--- src/include/pcms_consts.svh ---
// Timing and field constants for the power-on and mode sequencer
`ifndef PCMS_CONSTS_SVH
`define PCMS_CONSTS_SVH
`define PCMS_CLK_MHZ        125
`define PCMS_POR_LONG_MS    100
`define PCMS_POR_SHORT_MS   12
`define PCMS_CYC_PER_MS     (`PCMS_CLK_MHZ * 1000)
`define PCMS_POR_LONG_CYC   (`PCMS_POR_LONG_MS * `PCMS_CYC_PER_MS)
`define PCMS_POR_SHORT_CYC  (`PCMS_POR_SHORT_MS * `PCMS_CYC_PER_MS)
`define PCMS_CNT_W          24
`define PCMS_INIT_CYC       4
`endif

--- src/include/pcms_pkg.sv ---
// Types for the power-on and mode sequencer
package pcms_pkg;
   typedef enum logic [2:0] {
      PCMS_POR,
      PCMS_WAIT_CFG,
      PCMS_CONFIG,
      PCMS_INIT,
      PCMS_USER
   } pcms_state_t;

   typedef struct packed {
      logic io_oe;
      logic pullup_en;
      logic core_rst;
      logic user_mode;
   } pcms_ctl_t;
endpackage

--- src/logic/pcms_sequencer.sv ---
// Power-on reset delay and configuration/user mode sequencer
`timescale 1ns/1ps
`include "pcms_consts.svh"
module pcms_sequencer #(
   parameter logic [`PCMS_CNT_W-1:0] POR_LONG_CYC =
      `PCMS_CNT_W'(`PCMS_POR_LONG_CYC),
   parameter logic [`PCMS_CNT_W-1:0] POR_SHORT_CYC =
      `PCMS_CNT_W'(`PCMS_POR_SHORT_CYC)
)
(
   // Free-running oscillator clock and reset
   input  wire logic               core_clk,
   input  wire logic               rst_n,
   // Supply monitor and straps
   input  wire logic               supply_ok,
   input  wire logic               por_delay_select,
   input  wire logic               pullup_off_strap,
   // Configuration controller side
   input  wire logic               reconfig_n,
   output logic                    config_req,
   input  wire logic               config_done,
   // Core control
   output pcms_pkg::pcms_ctl_t     ctl
);
   pcms_pkg::pcms_state_t        state;
   pcms_pkg::pcms_state_t        next_state;
   logic [`PCMS_CNT_W-1:0]       cnt;
   logic                         strap_long;
   logic                         in_config;

   // Selected power-on count; shared by the sequencer and its checker
   function automatic logic [`PCMS_CNT_W-1:0] por_target(
      input logic long_sel
   );
      return long_sel ? POR_LONG_CYC : POR_SHORT_CYC;
   endfunction

   // Strap caught by a clocked process; async reset may not sample ports
   always_ff @(posedge core_clk)
   begin
      if (!rst_n || state == pcms_pkg::PCMS_POR && !supply_ok)
         strap_long <= ~por_delay_select;
   end

   always_comb
   begin
      next_state = state;
      case (state)
         pcms_pkg::PCMS_POR:
            if (supply_ok && cnt == por_target(strap_long))
               next_state = pcms_pkg::PCMS_WAIT_CFG;
         pcms_pkg::PCMS_WAIT_CFG:
            next_state = pcms_pkg::PCMS_CONFIG;
         pcms_pkg::PCMS_CONFIG:
            if (config_done)
               next_state = pcms_pkg::PCMS_INIT;
         pcms_pkg::PCMS_INIT:
            if (cnt == `PCMS_CNT_W'(`PCMS_INIT_CYC))
               next_state = pcms_pkg::PCMS_USER;
         pcms_pkg::PCMS_USER:
            if (!reconfig_n)
               next_state = pcms_pkg::PCMS_WAIT_CFG;
         default:
            next_state = pcms_pkg::PCMS_POR;
      endcase
      // Supply loss drops back to reset from anywhere
      if (!supply_ok)
         next_state = pcms_pkg::PCMS_POR;
   end

   always_ff @(posedge core_clk)
   begin
      if (!rst_n)
         state <= pcms_pkg::PCMS_POR;
      else
         state <= next_state;
   end

   // Delay counter restarts on every state change and while supplies bad
   always_ff @(posedge core_clk)
   begin
      if (!rst_n || next_state != state || !supply_ok)
         cnt <= '0;
      else if (cnt != '1)
         cnt <= cnt + `PCMS_CNT_W'(1);
   end

   assign in_config = state == pcms_pkg::PCMS_CONFIG;

   always_ff @(posedge core_clk)
   begin
      if (!rst_n)
      begin
         ctl        <= '{io_oe: 1'b0, pullup_en: 1'b0,
                         core_rst: 1'b1, user_mode: 1'b0};
      end
      else
      begin
         ctl.io_oe     <= next_state == pcms_pkg::PCMS_USER;
         ctl.core_rst  <= next_state != pcms_pkg::PCMS_USER;
         ctl.user_mode <= next_state == pcms_pkg::PCMS_USER;
         ctl.pullup_en <= !pullup_off_strap
                          && next_state != pcms_pkg::PCMS_USER
                          && next_state != pcms_pkg::PCMS_POR;
      end
   end

   // Load request is a level for the whole configuration phase
   always_ff @(posedge core_clk)
   begin
      if (!rst_n)
         config_req <= 1'b0;
      else
         config_req <= next_state == pcms_pkg::PCMS_CONFIG;
   end

   chk_oe_needs_user: assert property (@(posedge core_clk) disable iff (!rst_n)
      ctl.io_oe |-> state == pcms_pkg::PCMS_USER)
      else $error("I/O enabled outside user mode");
   chk_no_drive_supply: assert property (@(posedge core_clk)
      disable iff (!rst_n) !supply_ok |=> !ctl.io_oe)
      else $error("Outputs driven without supplies");
   chk_por_hold: assert property (@(posedge core_clk) disable iff (!rst_n)
      state == pcms_pkg::PCMS_POR && !supply_ok |=>
         state == pcms_pkg::PCMS_POR)
      else $error("Left reset with bad supplies");
   chk_por_count: assert property (@(posedge core_clk) disable iff (!rst_n)
      $rose(state == pcms_pkg::PCMS_WAIT_CFG) && $past(state) ==
         pcms_pkg::PCMS_POR |-> $past(cnt) ==
         por_target(strap_long))
      else $error("Reset released before delay elapsed");
   chk_cfg_to_init: assert property (@(posedge core_clk) disable iff (!rst_n)
      in_config && config_done && supply_ok |=>
         state == pcms_pkg::PCMS_INIT ##5 state == pcms_pkg::PCMS_USER)
      else $error("Initialization sequence wrong");
   chk_mode_flag: assert property (@(posedge core_clk) disable iff (!rst_n)
      ctl.user_mode == (state == pcms_pkg::PCMS_USER))
      else $error("Mode flag out of step");
   chk_reconfig: assert property (@(posedge core_clk) disable iff (!rst_n)
      state == pcms_pkg::PCMS_USER && !reconfig_n && supply_ok |=>
         !ctl.user_mode ##1 config_req)
      else $error("Reconfiguration not entered");
   chk_pullup_off: assert property (@(posedge core_clk) disable iff (!rst_n)
      pullup_off_strap |=> !ctl.pullup_en)
      else $error("Pull-ups on while strap high");
   chk_cfg_before_user: assert property (@(posedge core_clk)
      disable iff (!rst_n) $rose(ctl.user_mode) |->
         $past(state, 6) == pcms_pkg::PCMS_CONFIG)
      else $error("User mode without configuration");

   chk_cnt_restart: assert property (@(posedge core_clk) disable iff (!rst_n)
      !supply_ok |=> cnt == '0)
      else $error("Delay count kept while supplies bad");

   chk_wait_one: assert property (@(posedge core_clk) disable iff (!rst_n)
      state == pcms_pkg::PCMS_WAIT_CFG && supply_ok |=>
         state == pcms_pkg::PCMS_CONFIG)
      else $error("Load not started after wait");

   chk_user_hold: assert property (@(posedge core_clk) disable iff (!rst_n)
      state == pcms_pkg::PCMS_USER && reconfig_n && supply_ok |=>
         state == pcms_pkg::PCMS_USER)
      else $error("User mode left without request");

   chk_strap_hold: assert property (@(posedge core_clk) disable iff (!rst_n)
      state != pcms_pkg::PCMS_POR |=> $stable(strap_long))
      else $error("Delay strap changed after power-up");

   chk_rst_user: assert property (@(posedge core_clk) disable iff (!rst_n)
      ctl.core_rst == (state != pcms_pkg::PCMS_USER))
      else $error("Core reset out of step with mode");

   chk_req_config: assert property (@(posedge core_clk) disable iff (!rst_n)
      config_req == (state == pcms_pkg::PCMS_CONFIG))
      else $error("Load request out of step");

   chk_pullup_por: assert property (@(posedge core_clk) disable iff (!rst_n)
      state == pcms_pkg::PCMS_POR |-> !ctl.pullup_en)
      else $error("Pull-ups on during power-on reset");

   chk_por_quiet: assert property (@(posedge core_clk) disable iff (!rst_n)
      state == pcms_pkg::PCMS_POR |-> ctl.core_rst && !ctl.io_oe)
      else $error("Core active during power-on reset");

   chk_user_entry: assert property (@(posedge core_clk) disable iff (!rst_n)
      $rose(state == pcms_pkg::PCMS_USER) |->
         $past(state) == pcms_pkg::PCMS_INIT)
      else $error("User mode entered without init");

   chk_cfg_entry: assert property (@(posedge core_clk) disable iff (!rst_n)
      $rose(state == pcms_pkg::PCMS_CONFIG) |->
         $past(state) == pcms_pkg::PCMS_WAIT_CFG)
      else $error("Load entered out of order");

   chk_oe_rst: assert property (@(posedge core_clk) disable iff (!rst_n)
      ctl.core_rst |-> !ctl.io_oe)
      else $error("Outputs driven while core in reset");
endmodule

--- config.mk ---
export PLATFORM = sky130hd
export DESIGN_NAME = pcms_sequencer
export DESIGN_NICKNAME = d
export VERILOG_FILES = /design/src/include/pcms_pkg.sv /design/src/logic/pcms_sequencer.sv
export VERILOG_INCLUDE_DIRS = /design/src /design/src/include
export SDC_FILE = /design/constraint.sdc
export NUM_CORES = 1
export LEC_CHECK = 0
export ABC_AREA = 1
export BUFFER_PORTS_ARGS = -buffer_cell sky130_fd_sc_hd__buf_2
export CORE_AREA = 2 2 68 70
export CTS_CLUSTER_SIZE = 12
export DETAILED_ROUTE_END_ITERATION = 10
export DIE_AREA = 0 0 70 72
export PLACE_DENSITY_LB_ADDON = 0.1
export SLEW_MARGIN = 20
export SYNTH_ARGS = -nofsm -noshare
export SYNTH_HDL_FRONTEND = slang
export SYNTH_SLANG_ARGS = --single-unit
--- constraint.sdc ---
create_clock -name core_clk -period 2.04 [get_ports core_clk]
set_clock_uncertainty 0.2 [all_clocks]
set_input_delay 0.204 -clock core_clk [delete_from_list [all_inputs] [get_ports core_clk]]
set_output_delay 0.204 -clock core_clk [all_outputs]
set_load 0.02 [all_outputs]
==> metrics.md, run 1 <==
| Metric | Value |
|---|---|
| Cell family with most CP delay | `simple AND/OR/NAND/NOR gates` |
| Core outline area | `0.004264 sq mm` |
| Placed Area | `0.002332 sq mm` |
| Post-synthesis sequential area ratio | `30.34%` |
| Max incr delay on CP | `0.34 ns` |
| Mapped cell area | `0.002145 sq mm` |
| Status | `finished clean` |
| Ant. Diodes | `0` |
| HP Start | `rst_n` |
| Share of cells above drive strength 1 | `32.02%` |
| DRT iter0 DRCs | `116` |
| Gate Count Post-Synth | `298` |
| DRT antenna net count | `0` |
| Fin. Hold Viols | `0` |
| Fin. max-slew vios | `0` |
| Worst-margin pin slew | `0.4852 ns` |
| Vias/cell | `5.010` |
| FF+latch area | `656.9 sq um` |
| Hold WS | `0.01039 ns` |
| Netlist cell types | `33` |
| Worst Path Max Fanout | `6` |
| Final min period | `1.971 ns` |
| Unrepaired setup endpoints after global routing | `yes` |
| Critical path cell sequence | `inv_2 -> ha_4 -> nand3_2 -> nor2_4 -> nand4_1 -> nand2_2 -> nand2_1 -> nand2_2 -> nor2_8 -> nand3_4 -> clkbuf_16 -> nor2_4` |
| Sw Share | `23.18%` |
| Initial Utilization | `50.29%` |
| Die width | `70 um` |
| Type of origin of the critical path | `flop` |
| RD Place Congestion | `0.8813` |
| Gr usage total | `20.91%` |
| Num CTS Buffers | `5` |
| CTS tree | `yes` |
| Reg power frac | `50.1%` |
| Clock share of power | `42.5%` |
| Worst R2R Start | `cnt[1]` |
| Final Setup Violations | `0` |
| DR pass1 iterations | `4` |
| Largest net degree at the start of global routing | `14` |
| Final Cycle Share | `96.60%` |
| Routed via count | `1919` |
| Critical Path Slowest Stage Cell | `dfxtp_2` |
| Area growth, synth to finish | `22.99%` |
| DP HPWL | `3632 um` |
| Nets | `340` |
| Non-filler cells, final | `383` |
| Clock Tree Buf Depth | `2` |
| Sum of negative setup slack | `0 ns` |
| FF+latch count, synth | `32` |
| Lkg Pwr | `1.071 nW` |
| Worst Path Buf+Inv | `2` |
| Clock root buffer | `clkbuf_8` |
| Area occupied by multi-input gates | `0.001384 sq mm` |
| Vias in the first global route | `1791` |
| Switch Pwr | `294.0 uW` |
| FMAX | `507.4 MHz` |
| H-tree depth | `2` |
| Logic pwr share | `7.4%` |
| Most common cell after layout, fill and taps aside | `nor2_1` |
| Clock Latency Late Sink | `0.29 ns` |
| Ys Warns | `0` |
| Worst hold path type | `input port to flop` |
| Design area | `0.002638 sq mm` |
| Gr ovfl total | `0` |
| Placed cells | `369` |
| Syn_nets | `307` |
| # IOs | `12` |
| Die Span Y | `72 um` |
| Cell Int Power | `974.0 uW` |
| Number of fillers in the final layout | `380` |
| Average wire per cell in the routed design | `13.32 um` |
| Syn avg cell area | `7.196 sq um` |
| Max-Cap Viols | `0` |
| Max transition margin | `67.50%` |
| Max rail drop VDD | `0.3306 mV` |
| Num rows | `24` |
| First-pass GRT wire length | `8321 um` |
| CTS sink cnt | `32` |
| Crit path from | `cnt[1]` |
| Most frequent cells in the layout | `nor2_1 (51), nand2_1 (50), inv_1 (28), dfxtp_1 (26), nor2_4 (25)` |
| # DRC | `0` |
| Total power per unit cell area | `480.7 mW/mm^2` |
| Buffers on Ports | `11` |
| Clk slew on worst S/H paths | `0.07 ns` |
| Final WL | `5102 um` |
| Setup CP Type | `flop to flop` |
| Worst path required time | `2.02 ns` |
| Antenna violations before repair | `0` |
| Die area | `0.005040 sq mm` |
| CP arrival | `1.95 ns` |
| CP Capture Type | `flop` |
| Final core utilization | `61.85%` |
-- power by group through the flow --
stage	logic (mW)	registers [mW]	clock network (mW)
6_report	0.0933	0.635	0.539
5_1_grt	0.100	0.635	0.573
4_1_cts	0.0704	0.634	0.551
3_5_place_dp	0.0670	0.649	0
3_3_place_gp	0.0664	0.649	0
2_1_floorplan	0.0495	0.648	0
-- worst register-to-register path, stage by stage (launching register included) --
cell       delay, ns
dfxtp_2         0.34
inv_2           0.08
ha_4            0.15
nand3_2         0.10
nor2_4          0.10
nand4_1         0.14
nand2_2         0.12
nand2_1         0.07
nand2_2         0.12
nor2_8          0.04
nand3_4         0.17
clkbuf_16       0.21
nor2_4          0.03
-- cell usage after synthesis (all sizes together) --
master | n | share of area (%)
nand2 | 56 | 10
xor2 | 9 | 3.7
buf | 7 | 3.3
nor2 | 87 | 24
o21a | 1 | 0.35
o21ai | 6 | 1.4
clkinv | 1 | 0.17
dfxtp | 31 | 29
xnor2 | 11 | 4.5
nor3 | 14 | 4.0
a31oi | 1 | 0.29
a21oi | 2 | 0.64
o311ai | 1 | 0.41
inv | 37 | 6.5
edfxtp | 1 | 1.4
nor4 | 1 | 0.29
ha | 2 | 1.2
nand3 | 18 | 5.0
nand4 | 12 | 3.8
-- cell families after synthesis --
| group | after synthesis | share of synthesized area [%] |
|---|---|---|
| flip-flops | 32 | 30.34 |
| buffers and inverters | 45 | 9.918 |
| XOR/XNOR | 20 | 8.168 |
| AO/OA/AOI/OAI | 11 | 3.092 |
| AND/OR/NAND/NOR | 188 | 47.32 |
| adder cells (fa/ha/maj) | 2 | 1.167 |
-- routing by layer --
metal / part of all wire, % / GRT usage [%] / wire (um) / up-vias
li1: - / - / - / 998
met1: 48 / 29.71 / 2444 / 871
met2: 46 / 32.49 / 2365 / 41
met3: 4.3 / 3.750 / 217 / 9
met4: 1.5 / 6.624 / 74 / 0
met5: 0 / 0 / 0 / -
-- registers in the layout, summed over array words and instances, names as in the netlist --
name / cells
ctl: 3
state: 3
config_req: 1
cnt: 24
strap_long: 1
-- final timing paths --
check | endpoint | slack (ns) | cells after the start
max | cnt[11] | 0.07 | 12
min | ctl[1] | 0.01 | 2
max reg2reg | cnt[11] | 0.07 | 12
min reg2reg | cnt[1] | 0.42 | 4
-- layout make-up --
cell class,count,area share (%)
Clock buffer,7,3.653
Multi-Input combinational cell,221,52.47
Timing Repair Buffer,33,11.10
Inverter,38,5.408
Tap cell,52,2.467
Sequential cell,32,24.91
-- metrics by stage --
stage               setup slack, ns  total power [mW]
global placement            0.06896            0.7150
global route               -0.04091             1.309
finish                      0.06931             1.268
detailed placement         0.007885            0.7158
CTS                       0.0003599             1.256
floorplan                    0.2021            0.6977
-- timing repair --
item,in CTS,in global routing
hold buffers,2,0
endpoints found under the setup margin,0,24
setup buffers,0,3
endpoints found under the hold margin,2,0
resized for setup,0,35
Note: power is estimated with default switching activity, not from simulation.
==> run 2: changes to the inputs <==
--- a/config.mk
+++ b/config.mk
@@ -8,10 +8,10 @@
 export LEC_CHECK = 0
 export ABC_AREA = 1
 export BUFFER_PORTS_ARGS = -buffer_cell sky130_fd_sc_hd__buf_2
-export CORE_AREA = 2 2 68 70
+export CORE_AREA = 2 2 73 75
 export CTS_CLUSTER_SIZE = 12
 export DETAILED_ROUTE_END_ITERATION = 10
-export DIE_AREA = 0 0 70 72
+export DIE_AREA = 0 0 75 77
 export PLACE_DENSITY_LB_ADDON = 0.1
 export SLEW_MARGIN = 20
 export SYNTH_ARGS = -nofsm -noshare
==> run 2 against run 1 <==
Via count down 0.68%; routed wire length is 1.4% lower; critical endpoint is now cnt[9]; sequential cell count is the same; hold slack gained 0.0015 ns.
==> metrics.md, run 2 (synthesis gave the netlist of run 1 again) <==
| Metric | Value |
|---|---|
| Clk slew on worst S/H paths | `0.06 ns (was 0.07 ns)` |
| Max reg flops | `24 (unchanged)` |
| Clock Tree Buf Depth | `2 (unchanged)` |
| Register name with the most flops | `cnt (unchanged)` |
| Most common cell after layout, fill and taps aside | `nand2_1 (was nor2_1)` |
| Die area | `0.005775 sq mm (was 0.005040 sq mm)` |
| Gr ovfl total | `0 (unchanged)` |
| Unrepaired setup endpoints after global routing | `yes (unchanged)` |
| Largest registers | `cnt: 24 flops, ctl: 3 flops, state: 3 flops (unchanged)` |
| Fin. max-slew vios | `0 (unchanged)` |
| Die Span Y | `77 um (was 72 um)` |
| Worst R2R Start | `cnt[1] (unchanged)` |
| RD Place Congestion | `0.8807 (was 0.8813)` |
| Gr usage total | `18.85% (was 20.91%)` |
| Clock Latency Late Sink | `0.28 ns (was 0.29 ns)` |
| CTS tree | `yes (unchanged)` |
| Routed via count | `1906 (was 1919)` |
| Non-filler cells, final | `407 (was 383)` |
| Type of origin of the critical path | `flop (unchanged)` |
| Reg-to-Reg End | `cnt[9] (was cnt[11])` |
| Core outline area | `0.004977 sq mm (was 0.004264 sq mm)` |
| Setup CP Type | `flop to flop (unchanged)` |
| Worst hold path type | `input port to flop (unchanged)` |
| Final Cycle Share | `95.08% (was 96.60%)` |
| Vias/cell | `4.683 (was 5.010)` |
| Average wire per cell in the routed design | `12.37 um (was 13.32 um)` |
| Final Setup Violations | `0 (unchanged)` |
| # DRC | `0 (unchanged)` |
| First-pass GRT wire length | `8349 um (was 8321 um)` |
| Sum of negative setup slack | `0 ns (unchanged)` |
| Lkg Pwr | `1.079 nW (was 1.071 nW)` |
| # IOs | `12 (unchanged)` |
| DRT iter0 DRCs | `104 (was 116)` |
| Sw Share | `22.47% (was 23.18%)` |
| Final core utilization | `53.47% (was 61.85%)` |
| Final WL | `5033 um (was 5102 um)` |
| Nets | `345 (was 340)` |
| Worst-margin pin slew | `0.5107 ns (was 0.4852 ns)` |
| Antenna violations before repair | `0 (unchanged)` |
| Num rows | `26 (was 24)` |
| Worst path required time | `2.01 ns (was 2.02 ns)` |
| Max rail drop VDD | `0.2908 mV (was 0.3306 mV)` |
| H-tree depth | `2 (unchanged)` |
| Register-to-Register Path Depth | `12 (unchanged)` |
| Worst Path Max Fanout | `6 (unchanged)` |
| HP Start | `rst_n (unchanged)` |
| Area growth, synth to finish | `24.10% (was 22.99%)` |
| DR pass1 iterations | `5 (was 4)` |
| Placed cells | `390 (was 369)` |
| DP HPWL | `3825 um (was 3632 um)` |
| Buffers on Ports | `11 (unchanged)` |
| Initial Utilization | `43.09% (was 50.29%)` |
| Reg power frac | `52.1% (was 50.1%)` |
| CP arrival | `1.91 ns (was 1.95 ns)` |
| Worst hold path stage count | `2 (unchanged)` |
| Status | `finished clean (unchanged)` |
| Max transition margin | `65.80% (was 67.50%)` |
| FMAX | `515.6 MHz (was 507.4 MHz)` |
| Ant. Diodes | `0 (unchanged)` |
| Clock root buffer | `clkbuf_8 (unchanged)` |
| Hold WS | `0.01186 ns (was 0.01039 ns)` |
| Hold path endpoint | `ctl[1] (unchanged)` |
| Share of cells above drive strength 1 | `33.23% (was 32.02%)` |
| Worst reg-to-reg setup slack | `0.10 ns (was 0.07 ns)` |
| Switch Pwr | `274.7 uW (was 294.0 uW)` |
| Most frequent cells in the layout | `nand2_1 (51), nor2_1 (50), inv_1 (28), nor2_4 (23), dfxtp_1 (23) (was nor2_1 (51), nand2_1 (50), inv_1 (28), dfxtp_1 (26), nor2_4 (25))` |
| Logic pwr share | `7.4% (about the same)` |
| Clock share of power | `40.5% (was 42.5%)` |
| Vias in the first global route | `1768 (was 1791)` |
| Cell Int Power | `947.7 uW (was 974.0 uW)` |
| Total power per unit cell area | `459.3 mW/mm^2 (was 480.7 mW/mm^2)` |
| Largest net degree at the start of global routing | `14 (unchanged)` |
| CP Capture Type | `flop (unchanged)` |
| Max-Cap Viols | `0 (unchanged)` |
| Final min period | `1.940 ns (was 1.971 ns)` |
| CTS sink cnt | `32 (unchanged)` |
| Num CTS Buffers | `5 (unchanged)` |
| Fin. Hold Viols | `0 (unchanged)` |
| Die width | `75 um (was 70 um)` |
| DRT antenna net count | `0 (unchanged)` |
[run 2: changes by cell type in the layout (fill, tap and decap cells not counted), moves of 3 or more]
| cell | before | now |
|---|---|---|
| dfxtp_2 | 5 | 8 |
| buf_4 | 14 | 21 |
| nor2_2 | 10 | 13 |
| dfxtp_1 | 26 | 23 |
[run 2: metrics by stage]
step                setup WS (ns)  total power [mW]  area [sq um]
finish                     0.1004             1.222          2661
global route             -0.03596             1.277          2661
CTS                       0.02036             1.216          2492
detailed placement       -0.03351            0.7158          2377
global placement          0.04644            0.7155          2377
floorplan                  0.2021            0.6977          2145
[run 2: cell type report]
class / instances / area [sq um]
Inverter: 38 / 142.6
Fill cell: 497 / 2316
Sequential cell: 32 / 660.6
Timing Repair Buffer: 38 / 322.8
Multi-Input combinational cell: 221 / 1358
Tap cell: 70 / 87.58
Clock buffer: 8 / 90.09
[run 2: power groups by stage]
| stage | logic, mW | registers [mW] | clock network, mW |
|---|---|---|---|
| floorplan | 0.0495 | 0.648 | 0 |
| global placement | 0.0663 | 0.649 | 0 |
| detailed placement | 0.0664 | 0.649 | 0 |
| CTS | 0.0703 | 0.635 | 0.510 |
| global route | 0.0974 | 0.636 | 0.543 |
| finish | 0.0906 | 0.636 | 0.495 |
[run 2: worst max-delay path, stage by stage (launching register included)]
cell and delay (ns):
dfxtp_2 0.34, inv_2 0.08, ha_4 0.16, nand3_4 0.08
nor2_4 0.09, nand4_1 0.13, nand2_2 0.11, nand2_1 0.06
nand2_2 0.12, nor2_8 0.04, nand3_4 0.17, clkbuf_16 0.20
nor2_4 0.03
[run 2: per-layer routing]
layer	part of all wire [%]	wire length, um	vias to the layer above	GRT usage (%)
met2	46	2303	22	28.33
met5	0	0	-	0
met1	50	2513	861	27.09
met3	2.8	143	9	3.548
li1	-	-	1014	-
met4	1.5	74	0	5.357
[run 2: timing repair]
| item | CTS | global route |
|---|---|---|
| resized for setup | 2 | 29 |
| setup endpoints to repair | 24 | 24 |
| cloned | 0 | 2 |
| setup buffers | 0 | 5 |
| hold buffers | 2 | 0 |
| endpoints found under the hold margin | 2 | 0 |
| pin swaps | 0 | 11 |
[run 2: how the worst max path moves through the flow]
| stage | startpoint | end | slack, ns | cells after the start |
|---|---|---|---|---|
| floorplan | cnt[0] | cnt[6] | 0.20 | 12 |
| global placement | cnt[1] | cnt[12] | 0.05 | 12 |
| detailed placement | cnt[0] | cnt[12] | -0.03 | 12 |
| CTS | cnt[0] | cnt[12] | 0.02 | 12 |
| global route | strap_long | cnt[0] | -0.04 | 13 |
| finish | cnt[1] | cnt[9] | 0.10 | 12 |
==> run 3: changes to the inputs <==
--- a/config.mk
+++ b/config.mk
@@ -6,13 +6,14 @@
 export SDC_FILE = /design/constraint.sdc
 export NUM_CORES = 1
 export LEC_CHECK = 0
-export ABC_AREA = 1
+export ABC_AREA = 0
 export BUFFER_PORTS_ARGS = -buffer_cell sky130_fd_sc_hd__buf_2
-export CORE_AREA = 2 2 73 75
+export CORE_AREA = 2 2 67 69
 export CTS_CLUSTER_SIZE = 12
 export DETAILED_ROUTE_END_ITERATION = 10
-export DIE_AREA = 0 0 75 77
+export DIE_AREA = 0 0 69 71
 export PLACE_DENSITY_LB_ADDON = 0.1
+export RECOVER_POWER = 50
 export SLEW_MARGIN = 20
 export SYNTH_ARGS = -nofsm -noshare
 export SYNTH_HDL_FRONTEND = slang
==> constraint.sdc (replaced) <==
create_clock -name core_clk -period 2.2 [get_ports core_clk]
set_clock_uncertainty 0.2 [all_clocks]
set_input_delay 0.22 -clock core_clk [delete_from_list [all_inputs] [get_ports core_clk]]
set_output_delay 0.22 -clock core_clk [all_outputs]
set_load 0.02 [all_outputs]
==> run 3 against run 2 <==
The flow now finishes with violations (negative setup slack); register-to-register slack got worse by 0.11 ns; sequential share of layout area rose by 3.2 points; routed wire length fell by 4.0%; clock power fell by 14%; total power fell by 13%; first-iteration DRC count fell by 7.7%; via count fell by 7.3%; count of clock-buffer cells in the layout fell by 2; combinational power fell by 50%; core utilization rose by 1.8 points; critical endpoint is now cnt[2].
==> metrics.md, run 3 <==
| Metric | Value |
|---|---|
| Status | `finished, violations left (was finished clean)` |
| Violated checks | `negative setup slack` |
| # IOs | `12 (unchanged)` |
| CP Capture Type | `flop (unchanged)` |
| Number of synthesized flops with an enable pin | `1 (unchanged)` |
| Pre-CTS setup slack | `-0.03701 ns (was -0.03351 ns)` |
| Routed via count | `1766 (was 1906)` |
| Number of fillers in the final layout | `402 (was 497)` |
| H-tree depth | `2 (unchanged)` |
| Final min period | `2.207 ns (was 1.940 ns)` |
| Gate Count Post-Synth | `206 (was 298)` |
| Yosys top cell area share | `34.44% (was 28.94%)` |
| Largest registers | `cnt: 24 flops, ctl: 3 flops, state: 3 flops (unchanged)` |
| DP HPWL | `3614 um (was 3825 um)` |
| Worst hold path type | `input port to flop (unchanged)` |
| Netlist cell types | `47 (was 33)` |
| Max transition margin | `75.60% (was 65.80%)` |
| Post-CTS Setup Bufs | `0 (unchanged)` |
| Unrepaired setup endpoints after global routing | `yes (unchanged)` |
| Clock Tree Buf Depth | `2 (unchanged)` |
| Syn avg cell area | `8.746 sq um (was 7.196 sq um)` |
| Largest cells by area after synthesis | `dfxtp_1 (34%), nor3_1 (7.5%), xnor2_1 (7.3%) (was dfxtp_1 (29%), nor2_4 (11%), nor2_1 (11%))` |
| Clock root buffer | `clkbuf_8 (unchanged)` |
| Clock share of power | `40.3% (was 40.5%)` |
| Fin. Hold Viols | `0 (unchanged)` |
| Die width | `69 um (was 75 um)` |
| DRT antenna net count | `0 (unchanged)` |
| Placed Area | `0.002172 sq mm (was 0.002377 sq mm)` |
| Largest net degree at the start of global routing | `25 (was 14)` |
| Cell family with most CP delay | `simple AND/OR/NAND/NOR gates (unchanged)` |
| Critical Path Slowest Stage Cell | `or4_4 (was dfxtp_2)` |
| Worst-margin pin slew | `0.3651 ns (was 0.5107 ns)` |
| Worst reg-to-reg setup slack | `-0.007 ns (was 0.10 ns)` |
| Core outline area | `0.004204 sq mm (was 0.004977 sq mm)` |
| Nets | `265 (was 345)` |
| Most instantiated cells after synthesis | `dfxtp_1 (31), nor3_1 (27), xnor2_1 (15) (was nor2_1 (60), nand2_1 (52), dfxtp_1 (31), inv_1 (31), nor2_4 (21))` |
| DR pass1 iterations | `4 (was 5)` |
| Cell Int Power | `819.3 uW (was 947.7 uW)` |
| Clock Latency Late Sink | `0.28 ns (about the same)` |
| Post-synthesis sequential area ratio | `36.11% (was 30.34%)` |
| Reg power frac | `55.5% (was 52.1%)` |
| Type of origin of the critical path | `flop (unchanged)` |
| Die area | `0.004899 sq mm (was 0.005775 sq mm)` |
| FMAX | `453.1 MHz (was 515.6 MHz)` |
| CP arrival | `2.17 ns (was 1.91 ns)` |
| Num rows | `24 (was 26)` |
| Vias in the first global route | `1816 (was 1768)` |
| Max rail drop VDD | `0.2602 mV (was 0.2908 mV)` |
| Vias/cell | `5.734 (was 4.683)` |
| Share of cells above drive strength 1 | `27.34% (was 33.23%)` |
| Design area | `0.002322 sq mm (was 0.002661 sq mm)` |
| Hold WS | `0.006873 ns (was 0.01186 ns)` |
| Most frequent cells in the layout | `buf_4 (34), dfxtp_1 (30), nor3_1 (27), xnor2_1 (15), nor2_1 (12) (was nand2_1 (51), nor2_1 (50), inv_1 (28), nor2_4 (23), dfxtp_1 (23))` |
| Critical path cell sequence | `or4_4 -> nor4_4 -> o2111ai_2 -> a2111oi_4 -> buf_12 -> a2111oi_1 (was inv_2 -> ha_4 -> nand3_4 -> nor2_4 -> nand4_1 -> nand2_2 -> nand2_1 -> nand2_2 -> nor2_8 -> nand3_4 -> clkbuf_16 -> nor2_4)` |
| Total power per unit cell area | `456.7 mW/mm^2 (was 459.3 mW/mm^2)` |
| Sw Share | `22.75% (was 22.47%)` |
| Largest area contributor in the netlist | `dfxtp_1 (unchanged)` |
| Final WL | `4830 um (was 5033 um)` |
| Ant. Diodes | `0 (unchanged)` |
| Asr flop ratio synth | `0% (unchanged)` |
| Lkg Pwr | `0.8277 nW (was 1.079 nW)` |
| Worst path required time | `2.16 ns (was 2.01 ns)` |
| Num CTS Buffers | `5 (unchanged)` |
| Final Setup Violations | `1 (was 0)` |
| DRT iter0 DRCs | `96 (was 104)` |
| Buffers on Ports | `11 (unchanged)` |
| Worst Path Buf+Inv | `1 (was 2)` |
| Most frequent cell after synthesis | `dfxtp_1 (was nor2_1)` |
| Setup CP Type | `flop to flop (unchanged)` |
| Final core utilization | `55.24% (was 53.47%)` |
| Ys Warns | `0 (unchanged)` |
| Syn_nets | `215 (was 307)` |
| Gr ovfl total | `0 (unchanged)` |
| Ys flop type | `dfxtp_1 (unchanged)` |
| Most common cell after layout, fill and taps aside | `buf_4 (was nand2_1)` |
| Clk slew on worst S/H paths | `0.07 ns (was 0.06 ns)` |
| Max-Cap Viols | `0 (unchanged)` |
| First-pass GRT wire length | `8397 um (was 8349 um)` |
| Average wire per cell in the routed design | `15.68 um (was 12.37 um)` |
| Register name with the most flops | `cnt (unchanged)` |
| Max reg flops | `24 (unchanged)` |
| Area growth, synth to finish | `28.89% (was 24.10%)` |
| RD Place Congestion | `0.8618 (was 0.8807)` |
| # DRC | `0 (unchanged)` |
| Initial Utilization | `42.86% (was 43.09%)` |
| Setup ws final | `-0.006828 ns (was 0.1004 ns)` |
| Final Cycle Share | `100.3% (was 95.08%)` |
| Gr usage total | `21.38% (was 18.85%)` |
| Switch Pwr | `241.3 uW (was 274.7 uW)` |
| Max incr delay on CP | `0.57 ns (was 0.34 ns)` |
| Die Span Y | `71 um (was 77 um)` |
| Fin. max-slew vios | `0 (unchanged)` |
| Mapped cell area | `0.001802 sq mm (was 0.002145 sq mm)` |
| CTS tree | `yes (unchanged)` |
| CTS sink cnt | `32 (unchanged)` |
| Logic pwr share | `4.3% (was 7.4%)` |
| Antenna violations before repair | `0 (unchanged)` |
| FF+latch count, synth | `32 (unchanged)` |
| Worst Path Max Fanout | `24 (was 6)` |
[run 3: stage by stage]
stage | TNS (ns) | total power, mW | std cells
2_1_floorplan | 0 | 0.6208 | 206
3_3_place_gp | 0 | 0.6380 | 299
3_5_place_dp | -0.07688 | 0.6403 | 299
4_1_cts | -0.002274 | 1.070 | 308
5_1_grt | -2.086 | 1.103 | 308
6_report | -0.006828 | 1.061 | 308
[run 3: path summary, 6_finish.rpt]
kind	startpoint	to	cells after the start
worst min register to register	cnt[8]	cnt[8]	2
worst max register to register	cnt[16]	cnt[2]	6
worst max-delay path	cnt[16]	cnt[2]	6
worst min-delay path	rst_n	state[0]	2
[run 3: cell type report]
cell class                 count  area, sq um  share of cell area (%)
tap                           52        65.06                   2.802
sequential                    32        651.9                   28.07
clock buffer                   6        72.57                   3.125
inverter                       8        30.03                   1.293
multi-input combinational    160         1131                   48.71
timing repair buffer          49        366.6                   15.79
clock inverter                 1        5.005                  0.2155
[run 3: cells by family after synthesis]
| logic type | count (synthesis) | synth area share (%) |
|---|---|---|
| compound gates | 33 | 14.24 |
| xor+xnor | 19 | 9.236 |
| buf+inv | 14 | 4.167 |
| flops | 32 | 36.11 |
| simple gates | 106 | 34.86 |
| fa+ha+maj | 2 | 1.389 |
[run 3: repair_timing]
| action | CTS | global route |
|---|---|---|
| endpoints found under the hold margin | 2 | 0 |
| gates resized for setup | 5 | 7 |
| setup endpoints to repair | 16 | 31 |
| hold buffers | 2 | 0 |
[run 3: per-layer routing]
layer | wire length (um) | up-vias | track usage [%]
met2 | 2421 | 33 | 37.71
met5 | 0 | - | 0
li1 | - | 879 | -
met3 | 158 | 10 | 5.128
met4 | 93 | 0 | 8.715
met1 | 2156 | 844 | 24.96
[run 3: power groups by stage]
stage,clock network (mW),registers [mW],logic [mW]
after CTS,0.439,0.588,0.0430
after global placement,0,0.601,0.0370
after global routing,0.465,0.588,0.0492
after detailed placement,0,0.601,0.0390
final,0.427,0.588,0.0451
after floorplan,0,0.601,0.0200
